### config.mk
export PLATFORM = sky130hd
export DESIGN_NAME = hpp_host_processor_port
export DESIGN_NICKNAME = d
export VERILOG_FILES = /design/src/design/hpp_pkg.sv /design/src/design/hpp_host_processor_port.sv
export SDC_FILE = /design/constraint.sdc
export NUM_CORES = 1
export LEC_CHECK = 0
export ABC_CLOCK_PERIOD_IN_PS = 12550
export BUFFER_PORTS_ARGS = -buffer_cell sky130_fd_sc_hd__buf_2
export CAP_MARGIN = 40
export CORE_UTILIZATION = 40
export CTS_BUF_LIST = sky130_fd_sc_hd__clkbuf_8
export CTS_CLUSTER_DIAMETER = 40
export CTS_CLUSTER_SIZE = 40
export DETAILED_ROUTE_END_ITERATION = 12
export PLACE_DENSITY = 0.67
export SLEW_MARGIN = 20
export SYNTH_ARGS = -nofsm -noshare
export SYNTH_HDL_FRONTEND = slang
export SYNTH_SLANG_ARGS = --single-unit
### constraint.sdc
create_clock -name mclk_i -period 12.55 [get_ports mclk_i]
set_input_delay 1.255 -clock mclk_i [delete_from_list [all_inputs] [get_ports mclk_i]]
set_output_delay 1.255 -clock mclk_i [all_outputs]
set_load 0.005 [all_outputs]
### src/design/hpp_pkg.sv
// Package for the host processor port: address map, timing and carriers
package hpp_pkg;

  // Clock and timing
  localparam int          CLK_PERIOD_PS  = 5000;
  localparam int          WAIT_TIME_PS   = 20000;
  localparam int          WAIT_CYCLES    = (WAIT_TIME_PS + CLK_PERIOD_PS - 1) / CLK_PERIOD_PS;
  localparam int          TICK_TIME_PS   = 1000000;
  localparam int          TICK_CYCLES    = TICK_TIME_PS / CLK_PERIOD_PS;

  // Sizes
  localparam int          NUM_TIMERS     = 8;
  localparam int          NUM_METERS     = 10;
  localparam int          TIMER_W        = 16;
  localparam int          IND_DEPTH      = 16;
  localparam int          IND_AW         = 4;

  // Direct address map (byte addresses in the 256-byte space)
  localparam logic [7:0]  ADDR_TIMER_BASE = 8'h00;
  localparam logic [7:0]  ADDR_METER_BASE = 8'h10;
  localparam logic [7:0]  ADDR_TIMER_EN   = 8'h24;
  localparam logic [7:0]  ADDR_EVT_STAT   = 8'h25;
  localparam logic [7:0]  ADDR_EVT_MASK   = 8'h26;
  localparam logic [7:0]  ADDR_IND_SEL    = 8'h28;
  localparam logic [7:0]  ADDR_IND_DATA   = 8'h2C;
  localparam logic [1:0]  IND_LAST_BYTE   = 2'h3;
  localparam logic [7:0]  UNMAPPED_DATA   = 8'h00;

  // Reset values
  localparam logic [7:0]  RST_BYTE        = 8'h00;
  localparam logic [15:0] RST_WORD        = 16'h0000;

  // Strap encodings
  localparam logic        STYLE_FIRST     = 1'b0;
  localparam logic        STYLE_SECOND    = 1'b1;
  localparam logic        RW_READ         = 1'b1;

  // One taken bus access
  typedef struct packed {
    logic [7:0] addr;
    logic [7:0] data;
    logic       write;
  } hpp_access_t;

  typedef enum logic [1:0] {
    HPP_IDLE,
    HPP_WAIT,
    HPP_HOLD
  } hpp_state_t;

endpackage

### src/design/hpp_host_processor_port.sv
// Host processor port: strobe decode, wait states, timers, meters, indirect space
`timescale 1ns/100ps

// Function
// - Decode one 256-byte direct address space
// - Select plus data registers reach indirect memory
// - Strap picks one of two strobe conventions
// - Strap picks multiplexed or split address/data
// - Multibyte values little-endian, lowest byte first
// - Ready output stretches access with waits
// - Interrupt request on time-critical events
// - Eight 16-bit timers, ten meters reachable
// - Style strap low first, high second convention
module hpp_host_processor_port #(
  parameter int WAIT_CYC = hpp_pkg::WAIT_CYCLES,
  parameter int TICK_CYC = hpp_pkg::TICK_CYCLES
) (
  input  wire logic                    mclk_i,                // 200 MHz clock
  input  wire logic                    rstn_i,                // Async reset, active low
  input  wire logic                    bus_style_select_i,    // Strobe convention strap
  input  wire logic                    addr_data_mux_select_i,// 1: shared address/data
  input  wire logic                    cs_n_i,                // Chip select, active low
  input  wire logic                    rd_ds_n_i,             // Read or data strobe, low
  input  wire logic                    wr_rw_i,               // Write low, or read/write
  input  wire logic                    ale_i,                 // Address latch, high
  input  wire logic [7:0]              addr_i,                // Split address lines
  input  wire logic [7:0]              ad_i,                  // Data/address lines in
  output logic      [7:0]              ad_o,                  // Data lines out
  output logic                         ad_oe_o,               // Data lines drive enable
  output logic                         ready_oe_o,            // Pulls ready low (waiting)
  output logic                         irq_oe_o,              // Pulls interrupt low
  input  wire logic [9:0][15:0]        meter_i,               // Meter readings
  output logic [7:0]                   timer_expired_o        // Timer wrap pulses
);

  ////////////////////////////////////////////////////////////////////////////
  // Strobe decode
  logic                 strobe_act;
  logic                 is_read;
  logic [7:0]           cur_addr;
  logic [7:0]           mux_addr_r;
  hpp_pkg::hpp_state_t  state_r;
  logic [7:0]           wait_cnt_r;
  hpp_pkg::hpp_access_t acc_r;
  logic                 wr_pulse_r;

  always_comb begin
    if (bus_style_select_i == hpp_pkg::STYLE_FIRST) begin
      strobe_act = !cs_n_i && (!rd_ds_n_i || !wr_rw_i);
      is_read    = !rd_ds_n_i;
    end else begin
      strobe_act = !cs_n_i && !rd_ds_n_i;
      is_read    = (wr_rw_i == hpp_pkg::RW_READ);
    end
  end

  always_ff @(posedge mclk_i or negedge rstn_i) begin
    if (!rstn_i) begin
      mux_addr_r <= hpp_pkg::RST_BYTE;
    end else if (ale_i) begin
      mux_addr_r <= ad_i;
    end
  end

  assign cur_addr = addr_data_mux_select_i ? mux_addr_r : addr_i;

  ////////////////////////////////////////////////////////////////////////////
  // Internal state
  logic [7:0][15:0]                 timer_reload_r;
  logic [7:0][15:0]                 timer_cnt_r;
  logic [7:0]                       timer_en_r;
  logic [7:0]                       evt_stat_r;
  logic [7:0]                       evt_mask_r;
  logic [hpp_pkg::IND_AW-1:0]       ind_sel_r;
  logic [3:0][7:0]                  ind_data_r;
  logic [31:0]                      ind_mem [hpp_pkg::IND_DEPTH];
  logic [31:0]                      tick_cnt_r;
  logic                             tick_r;
  logic [7:0]                       expire;

  // Range test used by both read and write decode
  function automatic logic in_range(input logic [7:0] a, input logic [7:0] base,
                                    input int nbytes);
    in_range = (a >= base) && ({24'h000000, a} < ({24'h000000, base} + 32'(nbytes)));
  endfunction

  function automatic logic [7:0] rd_byte(input logic [7:0] a);
    logic [7:0] off;
    off     = 8'h00;
    rd_byte = hpp_pkg::UNMAPPED_DATA;
    if (in_range(a, hpp_pkg::ADDR_TIMER_BASE, 2 * hpp_pkg::NUM_TIMERS)) begin
      off     = a - hpp_pkg::ADDR_TIMER_BASE;
      rd_byte = off[0] ? timer_cnt_r[off[3:1]][15:8] : timer_cnt_r[off[3:1]][7:0];
    end else if (in_range(a, hpp_pkg::ADDR_METER_BASE, 2 * hpp_pkg::NUM_METERS)) begin
      off     = a - hpp_pkg::ADDR_METER_BASE;
      rd_byte = off[0] ? meter_i[off[4:1]][15:8] : meter_i[off[4:1]][7:0];
    end else if (a == hpp_pkg::ADDR_TIMER_EN) begin
      rd_byte = timer_en_r;
    end else if (a == hpp_pkg::ADDR_EVT_STAT) begin
      rd_byte = evt_stat_r;
    end else if (a == hpp_pkg::ADDR_EVT_MASK) begin
      rd_byte = evt_mask_r;
    end else if (a == hpp_pkg::ADDR_IND_SEL) begin
      rd_byte = 8'(ind_sel_r);
    end else if (in_range(a, hpp_pkg::ADDR_IND_DATA, 4)) begin
      off     = a - hpp_pkg::ADDR_IND_DATA;
      rd_byte = ind_data_r[off[1:0]];
    end
  endfunction

  ////////////////////////////////////////////////////////////////////////////
  // Access sequencer
  always_ff @(posedge mclk_i or negedge rstn_i) begin
    if (!rstn_i) begin
      state_r    <= hpp_pkg::HPP_IDLE;
      wait_cnt_r <= hpp_pkg::RST_BYTE;
      acc_r      <= '0;
      wr_pulse_r <= 1'b0;
      ad_o       <= hpp_pkg::RST_BYTE;
      ad_oe_o    <= 1'b0;
      ready_oe_o <= 1'b0;
    end else begin
      wr_pulse_r <= 1'b0;
      unique case (state_r)
        hpp_pkg::HPP_IDLE: begin
          if (strobe_act) begin
            acc_r.addr <= cur_addr;
            acc_r.write <= !is_read;
            wait_cnt_r <= 8'(WAIT_CYC - 1);
            ready_oe_o <= 1'b1;
            state_r    <= hpp_pkg::HPP_WAIT;
          end
        end
        hpp_pkg::HPP_WAIT: begin
          if (wait_cnt_r == hpp_pkg::RST_BYTE) begin
            ready_oe_o <= 1'b0;
            state_r    <= hpp_pkg::HPP_HOLD;
            if (acc_r.write) begin
              acc_r.data <= ad_i;
              wr_pulse_r <= 1'b1;
            end else begin
              ad_o    <= rd_byte(acc_r.addr);
              ad_oe_o <= 1'b1;
            end
          end else begin
            wait_cnt_r <= wait_cnt_r - 8'h01;
          end
        end
        hpp_pkg::HPP_HOLD: begin
          if (!strobe_act) begin
            ad_oe_o <= 1'b0;
            state_r <= hpp_pkg::HPP_IDLE;
          end
        end
      endcase
    end
  end

  ////////////////////////////////////////////////////////////////////////////
  // Register writes
  logic [7:0] woff;
  assign woff = acc_r.addr - hpp_pkg::ADDR_TIMER_BASE;

  always_ff @(posedge mclk_i or negedge rstn_i) begin
    if (!rstn_i) begin
      timer_reload_r <= '0;
      timer_en_r     <= hpp_pkg::RST_BYTE;
      evt_mask_r     <= hpp_pkg::RST_BYTE;
    end else if (wr_pulse_r) begin
      if (in_range(acc_r.addr, hpp_pkg::ADDR_TIMER_BASE, 2 * hpp_pkg::NUM_TIMERS)) begin
        if (woff[0]) begin
          timer_reload_r[woff[3:1]][15:8] <= acc_r.data;
        end else begin
          timer_reload_r[woff[3:1]][7:0] <= acc_r.data;
        end
      end
      if (acc_r.addr == hpp_pkg::ADDR_TIMER_EN) begin
        timer_en_r <= acc_r.data;
      end
      if (acc_r.addr == hpp_pkg::ADDR_EVT_MASK) begin
        evt_mask_r <= acc_r.data;
      end
    end
  end

  always_ff @(posedge mclk_i or negedge rstn_i) begin
    if (!rstn_i) begin
      ind_sel_r  <= '0;
      ind_data_r <= '0;
    end else if (wr_pulse_r) begin
      if (acc_r.addr == hpp_pkg::ADDR_IND_SEL) begin
        ind_sel_r  <= acc_r.data[hpp_pkg::IND_AW-1:0];
        ind_data_r <= ind_mem[acc_r.data[hpp_pkg::IND_AW-1:0]];
      end else if (in_range(acc_r.addr, hpp_pkg::ADDR_IND_DATA, 4)) begin
        ind_data_r[2'(acc_r.addr - hpp_pkg::ADDR_IND_DATA)] <= acc_r.data;
      end
    end
  end

  always_ff @(posedge mclk_i) begin
    if (wr_pulse_r && (acc_r.addr == hpp_pkg::ADDR_IND_DATA + 8'(hpp_pkg::IND_LAST_BYTE))) begin
      ind_mem[ind_sel_r] <= {acc_r.data, ind_data_r[2], ind_data_r[1], ind_data_r[0]};
    end
  end

  ////////////////////////////////////////////////////////////////////////////
  // Timers
  always_ff @(posedge mclk_i or negedge rstn_i) begin
    if (!rstn_i) begin
      tick_cnt_r <= '0;
      tick_r     <= 1'b0;
    end else begin
      tick_r     <= (tick_cnt_r == 32'(TICK_CYC - 1));
      tick_cnt_r <= (tick_cnt_r == 32'(TICK_CYC - 1)) ? '0 : tick_cnt_r + 32'h00000001;
    end
  end

  generate
    for (genvar g = 0; g < hpp_pkg::NUM_TIMERS; g++) begin : g_tmr
      assign expire[g] = tick_r && timer_en_r[g] && (timer_cnt_r[g] == hpp_pkg::RST_WORD);
      always_ff @(posedge mclk_i or negedge rstn_i) begin
        if (!rstn_i) begin
          timer_cnt_r[g] <= hpp_pkg::RST_WORD;
        end else if (!timer_en_r[g]) begin
          timer_cnt_r[g] <= timer_reload_r[g];
        end else if (tick_r) begin
          timer_cnt_r[g] <= expire[g] ? timer_reload_r[g] : timer_cnt_r[g] - 16'h0001;
        end
      end
    end
  endgenerate

  ////////////////////////////////////////////////////////////////////////////
  // Events and interrupt
  // sticky status, set wins
  always_ff @(posedge mclk_i or negedge rstn_i) begin
    if (!rstn_i) begin
      evt_stat_r      <= hpp_pkg::RST_BYTE;
      irq_oe_o        <= 1'b0;
      timer_expired_o <= hpp_pkg::RST_BYTE;
    end else begin
      if (wr_pulse_r && acc_r.addr == hpp_pkg::ADDR_EVT_STAT) begin
        evt_stat_r <= (evt_stat_r & ~acc_r.data) | expire;
      end else begin
        evt_stat_r <= evt_stat_r | expire;
      end
      irq_oe_o        <= |(evt_stat_r & evt_mask_r);
      timer_expired_o <= expire;
    end
  end

endmodule

**Yosys cells after proc, flatten, opt, wreduce, memory -nomap -nowiden**

Memories as Yosys holds them, arrays and structs flattened.
Cells that the tools add are included.

- Register bits: 404
- Memory bits (writable): 512
- Output and inout bits: 19
- Memories: 1

- $add $sub $neg: 12
- $lt $le $gt $ge: 11
- Equal/unequal tests: 21
- Muxes and demuxes: 75
- Bitwise gates (word level): 6
- Reduce and logical (&&, ||, !) cells: 56

Memory list:

| name | depth | bits a word | read ports | clocked after Yosys merged registers in | wr ports | RTL line | RTL |
|---|---|---|---|---|---|---|---|
| ind_mem | 16 | 32 | 1 | 0 | 1 | hpp_host_processor_port.sv:76 | `logic [31:0] ind_mem [hpp_pkg::IND_DEPTH];` |

Operators with widths:

| cell | count |
|---|---|
| $mux W16 | 27 |
| $bwmux W128 | 2 |
| $logic_not A16 Y1 | 8 |
| $mux W128 | 1 |
| $mux W8 | 16 |
| $sub A16 B1 Y16 const B | 8 |
| $demux W16 S3 | 2 |
| $mux W32 | 3 |
| $bmux W16 S4 | 1 |
| $bmux W16 S3 | 1 |
| $eq A8 B6 Y1 const B | 5 |
| $add A32 B1 Y32 const B | 1 |
| $bwmux W32 | 1 |
| $eq A32 B8 Y1 const B | 1 |
| $logic_and A1 B1 Y1 | 25 |
| $and A8 B8 Y8 | 2 |
| $bmux W8 S2 | 1 |
| $demux W8 S2 | 1 |
| $lt A8 B6 Y1 const B | 2 |
| $ne A2 B1 Y1 const B | 8 |
| $or A8 B8 Y8 | 2 |
| $pmux W8 S2 | 1 |
| $reduce_and A3 Y1 | 5 |
| $mux W1 | 12 |
| other kinds (28) | 45 |

**Longest topological paths before layout**

- Word-level depth: 10
- Gate-level depth with buffers: 11

**Worst setup path after synthesis**

Ideal clock, no wire load.

- Kind: reg-to-reg
- Start point: register acc_r[13] in the netlist's numbering
- End point: memory ind_mem[0][0], enable pin
- Library setup time: 0.461 ns
- Arrival time: 4.128 ns
- Data required time: 12.089 ns
- Slack: 7.961 ns
- Stages on the path, launching flop included: 7
- Path buffers: 1
- Cells stage by stage: dfrtp_1 or4b_1 clkbuf_1 nor3_1 nand2_1 or3_1 nor3_1

- Longest elaborated chain between the ends: 4

RTL lines:

| element | RTL line | RTL |
|---|---|---|
| start: declaration | hpp_host_processor_port.sv:44 | `hpp_pkg::hpp_access_t acc_r;` |
| $eq A8 B6 Y1 | hpp_host_processor_port.sv:201 | `if (wr_pulse_r && (acc_r.addr == hpp_pkg::ADDR_IND_DATA + 8'(hpp_pkg::IND_LAST_BYTE))) begin` |
| $logic_and A1 B1 Y1 | hpp_host_processor_port.sv:201 |  |
| $mux W1 | hpp_host_processor_port.sv:201 |  |
| $mux W1 (implied by the code) | hpp_host_processor_port.sv:202 | `ind_mem[ind_sel_r] <= {acc_r.data, ind_data_r[2], ind_data_r[1], ind_data_r[0]};` |
| end: declaration | hpp_host_processor_port.sv:76 |  |

Every way passes these cells.

**Worst setup path in the final report**

- Start point: register acc_r[13] in the netlist's numbering
- End point: memory ind_mem[2][25], enable pin

Same word-level chain as after synthesis.

==> impl_results.md <==
- Final instance area: 47500 µm²
- Async SR Flop Fraction: 0.441
- Status: completed
- Worst path max stage delay: 0.89 ns
- CTS sink cnt: 916
- Initial Utilization: 0.404
- Tcrit/Tclk final: 0.331
- Worst slack, placed: 8.30 ns
- Post-DRT Antenna Nets: 0
- GP Congestion: 0.934
- Max-cap violations: 0
- Antenna violations before repair: 6
- CTS Buf Count: 112
- FP Rows: 118
- Slew @ Worst Pin: 0.904 ns
- CTS resizes: 0
- Power Density: 180 nW/µm²
- Share of cells above drive strength 1: 0.271
- Setup TNS: 0 ns
- Fmax: 241 MHz
- Reg clk slew, reported paths: 0.08 ns
- Ranking of synthesized cells by area: edfxtp_1 37%, dfrtp_1 24%, mux4_2 9.2%
- Nets: 3502
- Syn_area_per_cell: 13.5 µm²
- Total GRT Usage: 0.222
- DRT Wirelength: 118 mm
- Primary FF master, synth: edfxtp_1
- Slew headroom: 0.395
- Cell variety after synth: 86
- Dpl cell area: 44700 µm²
- Port Buffers: 202
- Synth area leader: edfxtp_1
- CTS tree: built
- Cells after Synth: 3088
- Critical path fanouts, max: 23
- Worst VDD drop: 0.258 mV
- CP Data Arrival Time: 4.59 ns
- Hold_ws: 0.487 ns
- Residual DRC count: 0
- CP Class: register to register
- Commonest non-fill, non-tap cell in the layout: edfxtp_1
- Int Power: 5.45 mW
- Via/cell ratio: 5.96
- R2R Path Start: acc_r[13]
- CP Launch Point: acc_r[13]
- Yosys reg bits: 916
- Net Sw Power: 3.10 mW
- Area delta synth->final: 13.6%
- Final core utilization: 0.459
- Finished Layout Cells: 4776
- FF/Latch Area: 25500 µm²
- # Post-CTS Setup Buffers: 0
- Critical path required time: 12.99 ns
- Warnings, synthesis: 0
- Slew Viols, Final: 0
- Die Area: 106000 µm²
- Root Driver: clkbuf_8
- Crit. End Element: register
- Hold_buf cts: 0
- Die height: 325 µm
- Syn nets: 3294
- Commonest non-fill, non-tap cells in the layout: 512 x edfxtp_1, 396 x dfrtp_1, 210 x nand2_1, 203 x buf_2, 200 x mux2_2
- Max Clock Skew: 0.0766 ns
- DR vias: 28455
- Setup-failing EPs final: 0
- Initial DRC count: 3204
- Global-route wire length before repair: 178 mm
- DP HPWL: 78.1 mm
- Min-delay src: tick_cnt_r[31]
- Vias in the first global route: 27755
- Reg2reg path depth: 6
- RSZ-0062 raised after global routing: false
- Post-Place Cells: 4555
- Min-Delay Path Class: register to register
- Synth Cell Area: 41800 µm²
- Post-synth EDFFs: 512
- Reg power frac: 0.429
- Total power: 8.56 mW
- Total gr overflow: 0
- Synth top area share: 0.368
- Sequential share of the synthesized area: 0.610
- Sw frac: 0.363
- Deepest clock path buffer count: 3
- Critical path's slowest cell: or4b_1
- Fin. Hold Viols: 0
- # fillers: 9050
- Pre-Repair DR Iteration Count: 7
- CTS H-tree depth: 3
- Combinational share of power: 0.285
- I/O pin count: 203
- Leakage: 19.0 nW
- Multi-input logic area: 15400 µm²
- Core ar.: 103000 µm²
- Critical path launch point type: register
- Die X: 325 µm
- Per-cell routed wire length: 24.8 µm
- Depth of the worst hold-timing path: 1
- Clk pwr share: 0.287
- Largest net degree at the start of global routing: 85
- CP cell instances: or4b_1 -> nor3_1 -> nand2_1 -> or3_1 -> nor2_4 -> buf_4
- Worst setup margin: 8.40 ns
- Fin crit period: 4.15 ns
- Latest clock arrival within the worst-skew pair: 0.80 ns
-- power groups by stage --
| stage | registers [mW] | logic [mW] | clock network, mW |
|---|---|---|---|
| final | 3.67 | 2.44 | 2.45 |
| after CTS | 3.66 | 2.40 | 2.49 |
| after global routing | 3.68 | 2.59 | 2.61 |
| after global placement | 3.75 | 2.29 | 0 |
| after detailed placement | 3.72 | 2.40 | 0 |
| after floorplan | 3.53 | 1.68 | 0 |
-- synthesized netlist by cell type (all sizes together), types with 5 or more instances --
library cell  count
a211oi           11
a21o             15
a21oi           169
a221o             9
a221oi           25
a22o              6
a22oi            28
a31oi            50
and2              8
and3             17
buf              61
clkbuf          139
dfrtp           404
edfxtp          512
ha               22
inv              53
mux2            200
mux2i            72
mux4            171
nand2           210
nand2b           13
nand3            56
nand3b            6
nand4            33
nor2            177
nor2b            27
nor3             89
nor3b            15
nor4             42
o211ai            9
o21a              7
o21ai           222
o221ai           12
o22a              5
o22ai            27
o2bb2ai           6
o311ai            7
o31ai            10
o41ai             5
or2               6
or3              22
or4              19
xnor2            24
xor2             11
-- flip-flops by register name, summed over array words and instances (netlist names), 2 cells and up --
| register | count |
|---|---|
| acc_r | 17 |
| timer_cnt_r | 128 |
| mux_addr_r | 8 |
| ind_data_r | 32 |
| ad_o | 8 |
| ind_mem | 512 |
| timer_reload_r | 128 |
| timer_expired_o | 8 |
| ind_sel_r | 4 |
| tick_cnt_r | 32 |
| evt_stat_r | 8 |
| state_r | 2 |
| evt_mask_r | 8 |
| timer_en_r | 8 |
| wait_cnt_r | 8 |
-- final timing paths --
path | to | slack, ns
setup / recovery | ind_mem[2][25] | 8.40
hold / removal | tick_cnt_r[31] | 0.49
setup reg to reg | ind_mem[2][25] | 8.40
hold reg to reg | tick_cnt_r[31] | 0.49
max in group asynchronous | timer_reload_r[30] | 9.67
min in group asynchronous | timer_reload_r[9] | 0.50
-- worst max-delay path, delay by kind of cell, from the launching register on --
| kind | cells | cell delay (ns) |
|---|---|---|
| flops | 1 | 0.67 |
| simple gates | 5 | 2.74 |
| buf+inv | 1 | 0.39 |
-- layer usage --
metal  up-vias  global-route usage  share of wire
met5         -                   0        0.00014
met4         4              0.0949          0.041
met3       284              0.0385          0.076
met2      1341               0.355           0.47
met1     14449               0.298           0.41
li1      12377                   -              -
-- logic make-up after synthesis --
kind of cell | synth area share
DFF | 0.610
and+or+nand+nor | 0.0905
AOI/OAI and AO/OA | 0.0974
muxes | 0.163
buffers and inverters | 0.0247
xor gates and xnor gates | 0.00734
adders and majority gates | 0.00659
-- final cells by class --
cell class	instances	area share
Sequential cell	916	0.537
Multi-Input combinational cell	1915	0.325
Timing Repair Buffer	294	0.0403
Tap cell	1380	0.0364
Clock buffer	118	0.0342
Clock inverter	95	0.0224
Inverter	57	0.00451
Antenna cell	1	0.0000527
No activity file was read; power rests on OpenSTA's default activity.
